File: config.mk
export PLATFORM = sky130hd
export DESIGN_NAME = sms_sync_tx
export DESIGN_NICKNAME = d
export VERILOG_FILES = /design/src/core/sms_pkg.sv /design/src/core/sms_rate_gen.sv /design/src/core/sms_sync_tx.sv
export SDC_FILE = /design/constraint.sdc
export NUM_CORES = 1
export LEC_CHECK = 0
export BUFFER_PORTS_ARGS = -buffer_cell sky130_fd_sc_hd__buf_2
export CORE_MARGIN = 5
export CORE_UTILIZATION = 43
export CTS_BUF_LIST = sky130_fd_sc_hd__clkbuf_4 sky130_fd_sc_hd__clkbuf_8 sky130_fd_sc_hd__clkbuf_16
export CTS_CLUSTER_SIZE = 40
export DETAILED_ROUTE_END_ITERATION = 7
export GPL_TIMING_DRIVEN = 0
export PLACE_DENSITY = 0.63
export SYNTH_ARGS = -nofsm -noshare
export SYNTH_HDL_FRONTEND = slang
export SYNTH_SLANG_ARGS = --single-unit
File: constraint.sdc
create_clock -name i_clock -period 4.74 [get_ports i_clock]
set_input_delay 1.185 -clock i_clock [delete_from_list [all_inputs] [get_ports i_clock]]
set_output_delay 1.185 -clock i_clock [all_outputs]
set_load 0.05 [all_outputs]
File: src/core/sms_pkg.sv
package sms_pkg;

  // system clock figures
  localparam int SMS_CLK_PERIOD_NS = 5;
  localparam int SMS_CLK_FREQ_MHZ  = 200;

  // divisor register width and its value after reset
  localparam int         SMS_DIV_W     = 8;
  localparam logic [7:0] SMS_DIV_RESET = 8'h00;

  // system clocks per bit are this factor times (divisor + 1)
  localparam int SMS_CLKS_PER_BIT_FACTOR = 4;
  // divider ticks per half bit (clock high or clock low)
  localparam int SMS_TICKS_PER_HALF      = SMS_CLKS_PER_BIT_FACTOR / 2;

  // character lengths on the line
  localparam logic [3:0] SMS_BITS_EIGHT = 4'h8;
  localparam logic [3:0] SMS_BITS_NINE  = 4'h9;
  localparam int         SMS_CHAR_W     = 9;

  // idle level of the shift clock between characters, and the data level loaded at reset
  localparam logic SMS_CLK_IDLE  = 1'b0;
  localparam logic SMS_DATA_IDLE = 1'b0;

  // configuration bits presented as plain ports
  typedef struct packed {
    logic                 port_enable;
    logic                 sync_mode;
    logic                 clock_source_master_select;
    logic                 single_receive_enable;
    logic                 continuous_receive_enable;
    logic                 high_speed_rate_select;
    logic                 nine_bit_transmit_enable;
    logic                 transmit_ninth_bit;
    logic [SMS_DIV_W-1:0] rate_divisor;
  } sms_cfg_s;

  // one two-way pin seen from the design: level to drive and its enable
  typedef struct packed {
    logic level;
    logic oe;
  } sms_pin_s;

  typedef enum logic [0:0] {
    SMS_IDLE,
    SMS_SHIFT
  } sms_state_e;

  // complete state of the transmitter
  typedef struct packed {
    sms_state_e            state;
    logic [SMS_CHAR_W-1:0] hold_data;
    logic                  hold_nine;
    logic                  hold_full;
    logic [SMS_CHAR_W-1:0] shift_data;
    logic [3:0]            bits_left;
    logic                  sub_tick;
    logic                  clk_level;
    logic                  data_level;
    logic                  clk_oe;
    logic                  data_oe;
  } sms_tx_s;

  localparam sms_tx_s SMS_TX_RESET = '{
    state:      SMS_IDLE,
    hold_data:  9'h000,
    hold_nine:  1'b0,
    hold_full:  1'b0,
    shift_data: 9'h000,
    bits_left:  4'h0,
    sub_tick:   1'b0,
    clk_level:  SMS_CLK_IDLE,
    data_level: SMS_DATA_IDLE,
    clk_oe:     1'b0,
    data_oe:    1'b0
  };

endpackage

File: src/core/sms_rate_gen.sv
`timescale 1ns/1ps
module sms_rate_gen
  import sms_pkg::*;
#(
  parameter int DIV_W = SMS_DIV_W
)(
  input  wire logic             i_clock,
  input  wire logic             i_rst,
  input  wire logic             i_run,
  input  wire logic [DIV_W-1:0] i_divisor,
  output logic                  o_tick
);

  typedef struct packed {
    logic [DIV_W-1:0] cnt;
    logic             tick;
  } sms_gen_s;

  sms_gen_s q;
  sms_gen_s d;

  // one tick every divisor+1 clocks; four ticks make one bit [RULE18]
  // the counter restarts whenever the shifter stops, so each character starts on a full period
  always_comb
  begin
    d      = q;
    d.tick = 1'b0;
    if (!i_run)
    begin
      d.cnt = '0;
    end
    else if (q.cnt >= i_divisor)
    begin
      d.cnt  = '0;
      d.tick = 1'b1;
    end
    else
    begin
      d.cnt = q.cnt + 1'b1;
    end
  end

  always_ff @(posedge i_clock or posedge i_rst)
  begin
    if (i_rst)
      q <= '0;
    else
      q <= d;
  end

  assign o_tick = q.tick;

endmodule

File: src/core/sms_sync_tx.sv
`timescale 1ns/1ps
// Overview of operation
// RULE1 - link uses one two-way data line and one clock line; master drives the clock
// RULE2 - shared data line, so half-duplex: never transmit while reception is configured
// RULE3 - no start or stop bits; only data bits reach the line
// RULE4 - clocked mode select high switches the port to synchronous clocked operation
// RULE5 - clock source master select high makes this end generate the shift clock
// RULE6 - both receive enables low means transmit; either high means reception
// RULE7 - port enable low keeps the whole port inactive and reset
// RULE8 - clock pin driver turns on whenever synchronous transmit or receive is configured; here only with clock source master select high
// RULE9 - data changes on the leading clock edge, stable at the trailing sample edge
// RULE10 - exactly one clock per data bit, no extra clocks
// RULE11 - master transmit drives the data pin; data and clock drivers enable automatically
// RULE12 - writing the holding register starts a transmission, nothing else needed
// RULE13 - new character waits in holding register until previous last bit is sent
// RULE14 - with the shift register empty the holding register loads without delay
// RULE15 - shifting starts right after the load into the shift register
// RULE16 - each bit changes on a leading edge and holds until the next one
// RULE17 - shift register is not visible to software; only the holding register is
// RULE18 - bit rate is clock over four times divisor plus one; high-speed select ignored
// RULE19 - nine-bit mode sends the ninth bit, latched with the holding register write
// RULE20 - characters go out least significant bit first
// RULE21 - clock stays idle between characters, no pulses while the shifter is empty
module sms_sync_tx
  import sms_pkg::*;
#(
  parameter int DIV_W = SMS_DIV_W
)(
  input  wire logic       i_clock,
  input  wire logic       i_rst,
  input  wire sms_cfg_s   i_cfg,
  input  wire logic       i_hold_write,
  input  wire logic [7:0] i_hold_data,
  input  wire logic       i_clock_line_in,
  input  wire logic       i_data_line_in,
  output sms_pin_s        o_clock_line,
  output sms_pin_s        o_data_line,
  output logic            o_hold_full,
  output logic            o_shift_empty
);

  sms_tx_s q;
  sms_tx_s d;

  logic master_sync;
  logic tx_mode;
  logic rx_mode;
  logic may_send;
  logic gen_run;
  logic tick;
  logic half_edge;
  logic unused_pins;

  // number of bits in a character for the chosen length
  function automatic logic [3:0] char_bits(input logic nine);
    return nine ? SMS_BITS_NINE : SMS_BITS_EIGHT; // [RULE19]
  endfunction

  // move the holding register into the shifter and raise the first leading edge
  function automatic sms_tx_s load_char(input sms_tx_s s);
    sms_tx_s r;
    r            = s;
    r.shift_data = s.hold_data;                   // [RULE14]
    r.data_level = s.hold_data[0];                // first bit is the lsb [RULE20]
    r.clk_level  = ~SMS_CLK_IDLE;                 // first leading edge in the same cycle [RULE15] [RULE9]
    r.bits_left  = char_bits(s.hold_nine);        // only data bits, no framing [RULE3]
    r.hold_full  = 1'b0;
    r.sub_tick   = 1'b0;
    r.state      = SMS_SHIFT;
    return r;
  endfunction

  // mode decode; the high-speed select has no effect in clocked mode [RULE18]
  assign master_sync = i_cfg.port_enable
                     & i_cfg.sync_mode                    // [RULE4]
                     & i_cfg.clock_source_master_select;  // [RULE5]
  assign rx_mode     = i_cfg.single_receive_enable | i_cfg.continuous_receive_enable; // [RULE6]
  assign tx_mode     = ~rx_mode;                                                     // [RULE6]
  assign may_send    = master_sync & tx_mode;                                        // [RULE2]

  // the pin inputs belong to reception and slave mode, which this block leaves out
  assign unused_pins = i_clock_line_in ^ i_data_line_in;

  // the divider only runs while a character is on the line, so no clock idles out [RULE21]
  assign gen_run = (q.state == SMS_SHIFT);

  sms_rate_gen #(
    .DIV_W (DIV_W)
  ) u_rate_gen (
    .i_clock   (i_clock),
    .i_rst     (i_rst),
    .i_run     (gen_run),
    .i_divisor (i_cfg.rate_divisor),
    .o_tick    (tick)
  );

  // every second tick ends a half bit: one clock high half, one clock low half
  assign half_edge = tick & q.sub_tick;

  // next state of the transmitter
  always_comb
  begin
    d = q;

    // tick pairing within a half bit
    if (tick)
    begin
      d.sub_tick = ~q.sub_tick;
    end

    // pin drivers follow the configuration, not software
    d.clk_oe  = master_sync;  // on for transmit and receive alike [RULE8] [RULE1]
    d.data_oe = may_send;     // off as soon as reception is set up [RULE11] [RULE2]

    if (!i_cfg.port_enable)
    begin
      // a cleared port enable acts as a reset of the whole port [RULE7]
      d = SMS_TX_RESET;
    end
    else
    begin
      case (q.state)
        SMS_IDLE:
        begin
          d.sub_tick  = 1'b0;
          d.clk_level = SMS_CLK_IDLE;          // [RULE21]
          if (q.hold_full && may_send)
          begin
            d = load_char(d);                  // empty shifter loads at once [RULE14] [RULE12]
          end
        end

        SMS_SHIFT:
        begin
          if (!may_send)
          begin
            // reception or a mode change cuts the character short; the line must not be
            // driven against a slave that is about to answer, so the partial bits are lost
            d.state     = SMS_IDLE;            // [RULE2]
            d.clk_level = SMS_CLK_IDLE;
            d.bits_left = 4'h0;
            d.sub_tick  = 1'b0;
          end
          else if (half_edge)
          begin
            if (q.clk_level != SMS_CLK_IDLE)
            begin
              // trailing edge: the slave samples here, data is not touched [RULE9]
              d.clk_level = SMS_CLK_IDLE;
              d.bits_left = q.bits_left - 4'h1; // one clock per bit [RULE10]
            end
            else if (q.bits_left == 4'h0)
            begin
              // last bit held for its full low half, the character is flushed
              if (q.hold_full)
              begin
                d = load_char(d);              // waiting character goes next [RULE13]
              end
              else
              begin
                d.state = SMS_IDLE;            // no clock beyond the data bits [RULE10] [RULE21]
              end
            end
            else
            begin
              // leading edge: next bit appears and holds for a whole bit [RULE16] [RULE9]
              d.shift_data = q.shift_data >> 1;  // lsb first [RULE20]
              d.data_level = q.shift_data[1];
              d.clk_level  = ~SMS_CLK_IDLE;
            end
          end
        end

        default:
        begin
          d = SMS_TX_RESET;
        end
      endcase

      // a software write fills the holding register; while the shifter is busy it simply
      // waits there [RULE13]. the write comes last so a write in the load cycle is kept.
      // a second write before the load replaces the waiting character.
      if (i_hold_write)
      begin
        d.hold_data = {i_cfg.nine_bit_transmit_enable & i_cfg.transmit_ninth_bit, i_hold_data}; // [RULE19]
        d.hold_nine = i_cfg.nine_bit_transmit_enable;                                         // [RULE19]
        d.hold_full = 1'b1;                                                                   // [RULE12]
      end
    end
  end

  // single state register
  always_ff @(posedge i_clock or posedge i_rst)
  begin
    if (i_rst)
      q <= SMS_TX_RESET;
    else
      q <= d;
  end

  // pin outputs come straight from flops
  assign o_clock_line.level = q.clk_level;   // master drives the shift clock [RULE1] [RULE8]
  assign o_clock_line.oe    = q.clk_oe;
  assign o_data_line.level  = q.data_level;  // [RULE11]
  assign o_data_line.oe     = q.data_oe;

  // status; the shifter contents themselves never leave the block [RULE17]
  assign o_hold_full   = q.hold_full;
  assign o_shift_empty = (q.state == SMS_IDLE);

endmodule

==> flow_metrics.tcl, run 1 <==
set metrics [dict create \
    outcome "finished clean" \
    die_w_um 79.0 \
    synth-edff-count 0 \
    grt_setup_unrepaired "no" \
    clkTransAtPathRegs_ps 70 \
    antenna_found_initial 0 \
    period_minus_slack_ps 2430 \
    syn_area_mm2 0.00205 \
    yosysTopAreaCell "dfrtp_1" \
    start_kind "input port" \
    stdcell_count 291 \
    finClkSkew_ps 4.80 \
    p_sw_w 0.000153 \
    final_hold_viol_count 0 \
    drt-total-wl_um 4160 \
    fin_nets 277 \
    cp_max_fo 7 \
    powerDensity_mw_per_mm2 266 \
    met2_length_um 1960 \
    setup_viol 0 \
    syn_nets 239 \
    dpl.cell_count 283 \
    io_pins 35 \
    multi_input_area_um2 978 \
    die_area_mm2 0.00624 \
    min_path_type "reg2reg" \
    antenna_cells 0 \
    ff_latch_area_um2 951 \
    pwr-share-seq 0.533 \
    grt_pass1_wl_um 7440 \
    clk_latency_ps 290 \
    grt_max_degree 39 \
    io_buffers 31 \
    netlist_top_cells_count "dfrtp_1, inv_1, nand2_1" \
    post_cts_resize_count 0 \
    core_mm2 0.00466 \
    via_per_inst 5.14 \
    fill_cells 438 \
    ctsRootBufferMaster "clkbuf_8" \
    cts_max_level 2 \
    synth.yosys.seq_area_share 0.465 \
    clkPwrFrac 0.379 \
    tightest_slew_ps 791 \
    grt_use_total 0.153 \
    via_count 1496 \
    crit_path_end_kind "flip-flop" \
    hpwl_um 2990 \
    required_ps 4960 \
    wl_met1_um 2000 \
    worstPathArrival_ps 2650 \
    hold_buffers 0 \
    layout_worst_path_cycle_share 0.512 \
    synth-async-reset-ratio 1.00 \
    top_layer "met4" \
    relSlewSlack 0.472 \
    ir_drop_mv 0.175 \
    drc 0 \
    ys_warn_count 0 \
    cts_buffer_depth 2 \
    drive_gt1_frac 0.245 \
    drtIter0Drc 72 \
    start_util 0.439 \
    met3_length_um 152 \
    intPower_w 0.000477 \
    clock_sinks 38 \
    postCtsSetupRepairBufs 0 \
    fmax_mhz 412 \
    avgSynthCellArea_um2 10.3 \
    area_growth_pct 15.5 \
    grt_pass1_vias 1559 \
    maxCapViolCount 0 \
    gr-total-overflow 0 \
    synth.most_common_cell "dfrtp_1" \
    rows 25 \
    cts_tree "built" \
    slew_viol_final 0 \
    crit_type "in2reg" \
    first_pass_iters 4 \
    synthFlopType "dfrtp_1" \
    die_h_um 79.0 \
    synth_cells 198 \
    ys_ff_latch 38 \
    synth_area_leaders "dfrtp_1, ha_1, mux2i_1" \
    numCtsBuffers 5 \
    postRouteAntennaNets 0 \
    ys_types 45 \
    pwr-share-comb 0.088 \
    tns_ps 0 \
    wl_per_cell_um 14.3 \
    switching_share 0.243 \
    place.gp.congestion 0.779 \
    synthDominantCellAreaShare 0.465 \
    leakage_nw 1.23 \
]
[metal layers]
layer | vias to the layer above | GRT usage
li1 | 772 | -
met1 | 693 | 0.205
met2 | 25 | 0.246
met3 | 6 | 0.0408
met4 | 0 | 0.0412
met5 | - | 0
[cell usage in the layout (no fill, tap or decap), drive strengths merged, types with 3 or more instances in the layout]
master   n
a21o     3
a21oi    5
a221o    4
a22oi    4
and3    10
buf     38
clkbuf   9
dfrtp   38
ha      12
inv     14
mux2i    9
nand2   15
nand2b   5
nand3   10
nor2    11
nor2b    9
o21a     3
o21ai   11
xor2     4
[worst max-delay path: stages]
cell and delay (ps):
buf_2 100, ha_1 270, nand2b_1 140, a211o_1 280, a21oi_1 210, o211ai_1 290, nor2_1 180
[cells by family (layout without fill, tap and decap cells)]
family | count (synthesis) | in the layout | share of synthesized area
buffers and inverters | 24 | 63 | 0.0569
and+or+nand+nor | 67 | 67 | 0.189
muxes | 9 | 9 | 0.0440
xor gates and xnor gates | 6 | 6 | 0.0257
AOI/OAI and AO/OA | 42 | 42 | 0.146
DFF | 38 | 38 | 0.465
adders and majority gates | 12 | 12 | 0.0734
[metrics by stage]
stage	total power [W]	util	setup WS, ps	cell area [µm²]	hold slack, ps
detailed placement	0.000398	0.487	2000	2270	480
global placement	0.000397	0.487	2030	2270	466
global route	0.000657	0.507	2160	2360	514
finish	0.000630	0.507	2310	2360	490
CTS	0.000636	0.507	2300	2360	490
floorplan	0.000377	-	2330	2050	446
[final cells by class]
| class | count | area share |
|---|---|---|
| clock inverter | 1 | 0.00212 |
| buffer | 9 | 0.0233 |
| inverter | 15 | 0.0259 |
| sequential | 38 | 0.402 |
| tap | 54 | 0.0286 |
| multi-input combinational | 136 | 0.414 |
| clock buffer | 7 | 0.0381 |
| timing repair buffer | 31 | 0.0656 |
[flip-flops by register name (all words and copies together) (netlist names)]
register           flops
o_data_line            2
o_hold_full            1
q                     23
u_rate_gen.o_tick      1
gen_run                1
u_rate_gen.q           8
o_clock_line           2
[final timing paths]
path | startpoint | end | slack [ps] | cells past startpoint
max reg2reg | u_rate_gen.q[1]$_DFF_PP0_ | u_rate_gen.q[6]$_DFF_PP0_ | 2870 | 7
min in group asynchronous | i_rst | u_rate_gen.q[8]$_DFF_PP0_ | 1040 | 2
min reg2reg | u_rate_gen.q[1]$_DFF_PP0_ | u_rate_gen.q[1]$_DFF_PP0_ | 490 | 1
max | i_cfg[0] | u_rate_gen.q[6]$_DFF_PP0_ | 2310 | 7
max in group asynchronous | i_rst | q[27]$_DFFE_PP0P_ | 3200 | 2
min | u_rate_gen.q[1]$_DFF_PP0_ | u_rate_gen.q[1]$_DFF_PP0_ | 490 | 1
[power groups by stage]
stage               Clock [W]  Sequential, W  Combinational (W)
global route         0.000256       0.000336          0.0000642
CTS                  0.000244       0.000336          0.0000567
detailed placement          0       0.000342          0.0000564
finish               0.000239       0.000336          0.0000553
global placement            0       0.000342          0.0000558
floorplan                   0       0.000342          0.0000350
Note: power is estimated with default switching activity, not from simulation.
==> inputs of run 2 (changes only) <==
--- a/config.mk
+++ b/config.mk
@@ -12,7 +12,7 @@
 export CTS_CLUSTER_SIZE = 40
 export DETAILED_ROUTE_END_ITERATION = 7
 export GPL_TIMING_DRIVEN = 0
-export PLACE_DENSITY = 0.63
+export PLACE_DENSITY = 0.65
 export SYNTH_ARGS = -nofsm -noshare
 export SYNTH_HDL_FRONTEND = slang
 export SYNTH_SLANG_ARGS = --single-unit
==> constraint.sdc (replaced) <==
create_clock -name i_clock -period 2 [get_ports i_clock]
set_input_delay 0.5 -clock i_clock [delete_from_list [all_inputs] [get_ports i_clock]]
set_output_delay 0.5 -clock i_clock [all_outputs]
set_load 0.05 [all_outputs]
==> flow_metrics.tcl, run 2 (synthesized netlist as in run 1, its figures left out) <==
set metrics [dict create \
    cp_max_fo 7 \
    drive_gt1_frac 0.245 \
    finClkSkew_ps 4.71 \
    fin_nets 277 \
    crit_type "reg2reg" \
    crit_path_end_kind "flip-flop" \
    numCtsBuffers 5 \
    slew_viol_final 0 \
    stdcell_count 291 \
    place.gp.congestion 0.804 \
    total_power_w 0.00173 \
    via_per_inst 5.29 \
    io_buffers 31 \
    grt_setup_unrepaired "no" \
    outcome "finished clean" \
    die_area_mm2 0.00624 \
    ir_drop_mv 0.432 \
    timing.hold.ws_ps 354 \
    finalWorstSetupSlack_ps 187 \
    die_h_um 79.0 \
    wl_per_cell_um 13.7 \
    grt_pass1_vias 1528 \
    powerDensity_mw_per_mm2 716 \
    reg_top3 "q x23, u_rate_gen.q x8" \
    post_cts_resize_count 0 \
    cts_buffer_depth 2 \
    clk_latency_ps 290 \
    final_hold_viol_count 0 \
    antenna_found_initial 0 \
    layout_worst_path_cycle_share 0.907 \
    fmax_mhz 551 \
    die_w_um 79.0 \
    cts_tree "built" \
    io_pins 35 \
    max_flop_register "q" \
    maxCapViolCount 0 \
    rr_worst_depth 7 \
    required_ps 2220 \
    core_mm2 0.00466 \
    start_kind "flip-flop" \
    hpwl_um 2990 \
    antenna_cells 0 \
    via_count 1539 \
    postRouteAntennaNets 0 \
    relSlewSlack 0.468 \
    drt-total-wl_um 3980 \
    grt_pass1_wl_um 7110 \
    worstSetupEndpoint "u_rate_gen.q[3]$_DFF_PP0_" \
    start_util 0.439 \
    dpl_worst_slack_ps -47.2 \
    worstPathArrival_ps 2030 \
    first_pass_iters 4 \
    final_common_cell "dfrtp_1" \
    area_growth_pct 17.9 \
    setup_viol 0 \
    drc 0 \
    gr-total-overflow 0 \
    hold_buffers 0 \
    cts_max_level 2 \
    r2r-start "u_rate_gen.q[1]$_DFF_PP0_" \
    final_cell_mix "dfrtp_1, buf_2, nand2_1, inv_1, ha_1" \
    ctsRootBufferMaster "clkbuf_8" \
    clock_sinks 38 \
    grt_use_total 0.145 \
    clkTransAtPathRegs_ps 70 \
    tightest_slew_ps 797 \
    largest_reg_flops 23 \
    cp-startpoint "u_rate_gen.q[1]$_DFF_PP0_" \
    period_minus_slack_ps 1810 \
    grt_max_degree 39 \
    rows 25 \
    rrSetupSlack_ps 190 \
    r2r-end "u_rate_gen.q[3]$_DFF_PP0_" \
    tns_ps 0 \
    dpl.cell_count 283 \
    drtIter0Drc 87 \
    min_path_type "in2async" \
    leakage_nw 1.25 \
    postCtsSetupRepairBufs 0 \
]
[run 2: worst min-delay path by stage]
stage	from	end	cells after the start
global route	i_rst	q[12]$_DFFE_PP0P_	2
finish	i_rst	q[12]$_DFFE_PP0P_	2
detailed placement	u_rate_gen.q[1]$_DFF_PP0_	u_rate_gen.q[1]$_DFF_PP0_	1
global placement	u_rate_gen.q[1]$_DFF_PP0_	u_rate_gen.q[1]$_DFF_PP0_	1
CTS	i_rst	q[12]$_DFFE_PP0P_	2
floorplan	u_rate_gen.q[1]$_DFF_PP0_	u_rate_gen.q[1]$_DFF_PP0_	1
[run 2: power by group]
part | internal (W) | total (W) | switching, W
logic | 0.0000555 | 0.000130 | 0.0000745
clock network | 0.000532 | 0.000802 | 0.000270
registers | 0.000783 | 0.000795 | 0.0000116
total | 0.00137 | 0.00173 | 0.000357
[run 2: through the flow]
step | utilization | area [µm²]
after CTS | 0.517 | 2410
final | 0.517 | 2410
after global routing | 0.517 | 2410
after detailed placement | 0.487 | 2270
after global placement | 0.487 | 2270
after floorplan | - | 2050
[run 2: per-layer routing]
metal  track usage  wire length, µm  up-vias
met1         0.195             1900      732
met3        0.0442              183        7
met5             0                0        -
li1              -                -      770
met4        0.0567               78        0
met2         0.218             1810       30
[run 2: area by class of cell]
class / count / area [µm²]
Sequential cell: 38 / 951
Fill cell: 435 / 2250
Timing Repair Buffer: 31 / 155
Inverter: 15 / 61.3
Clock buffer: 6 / 82.6
Clock inverter: 2 / 60.1
Tap cell: 54 / 67.6
Buffer: 9 / 55.1
Multi-Input combinational cell: 136 / 978
[run 2: critical path, stage by stage, from the launching register on]
cell	delay [ps]
dfrtp_1	380
inv_1	50
ha_1	250
nand2b_1	140
a211o_1	280
a21oi_1	180
o211ai_1	270
nor2_1	180
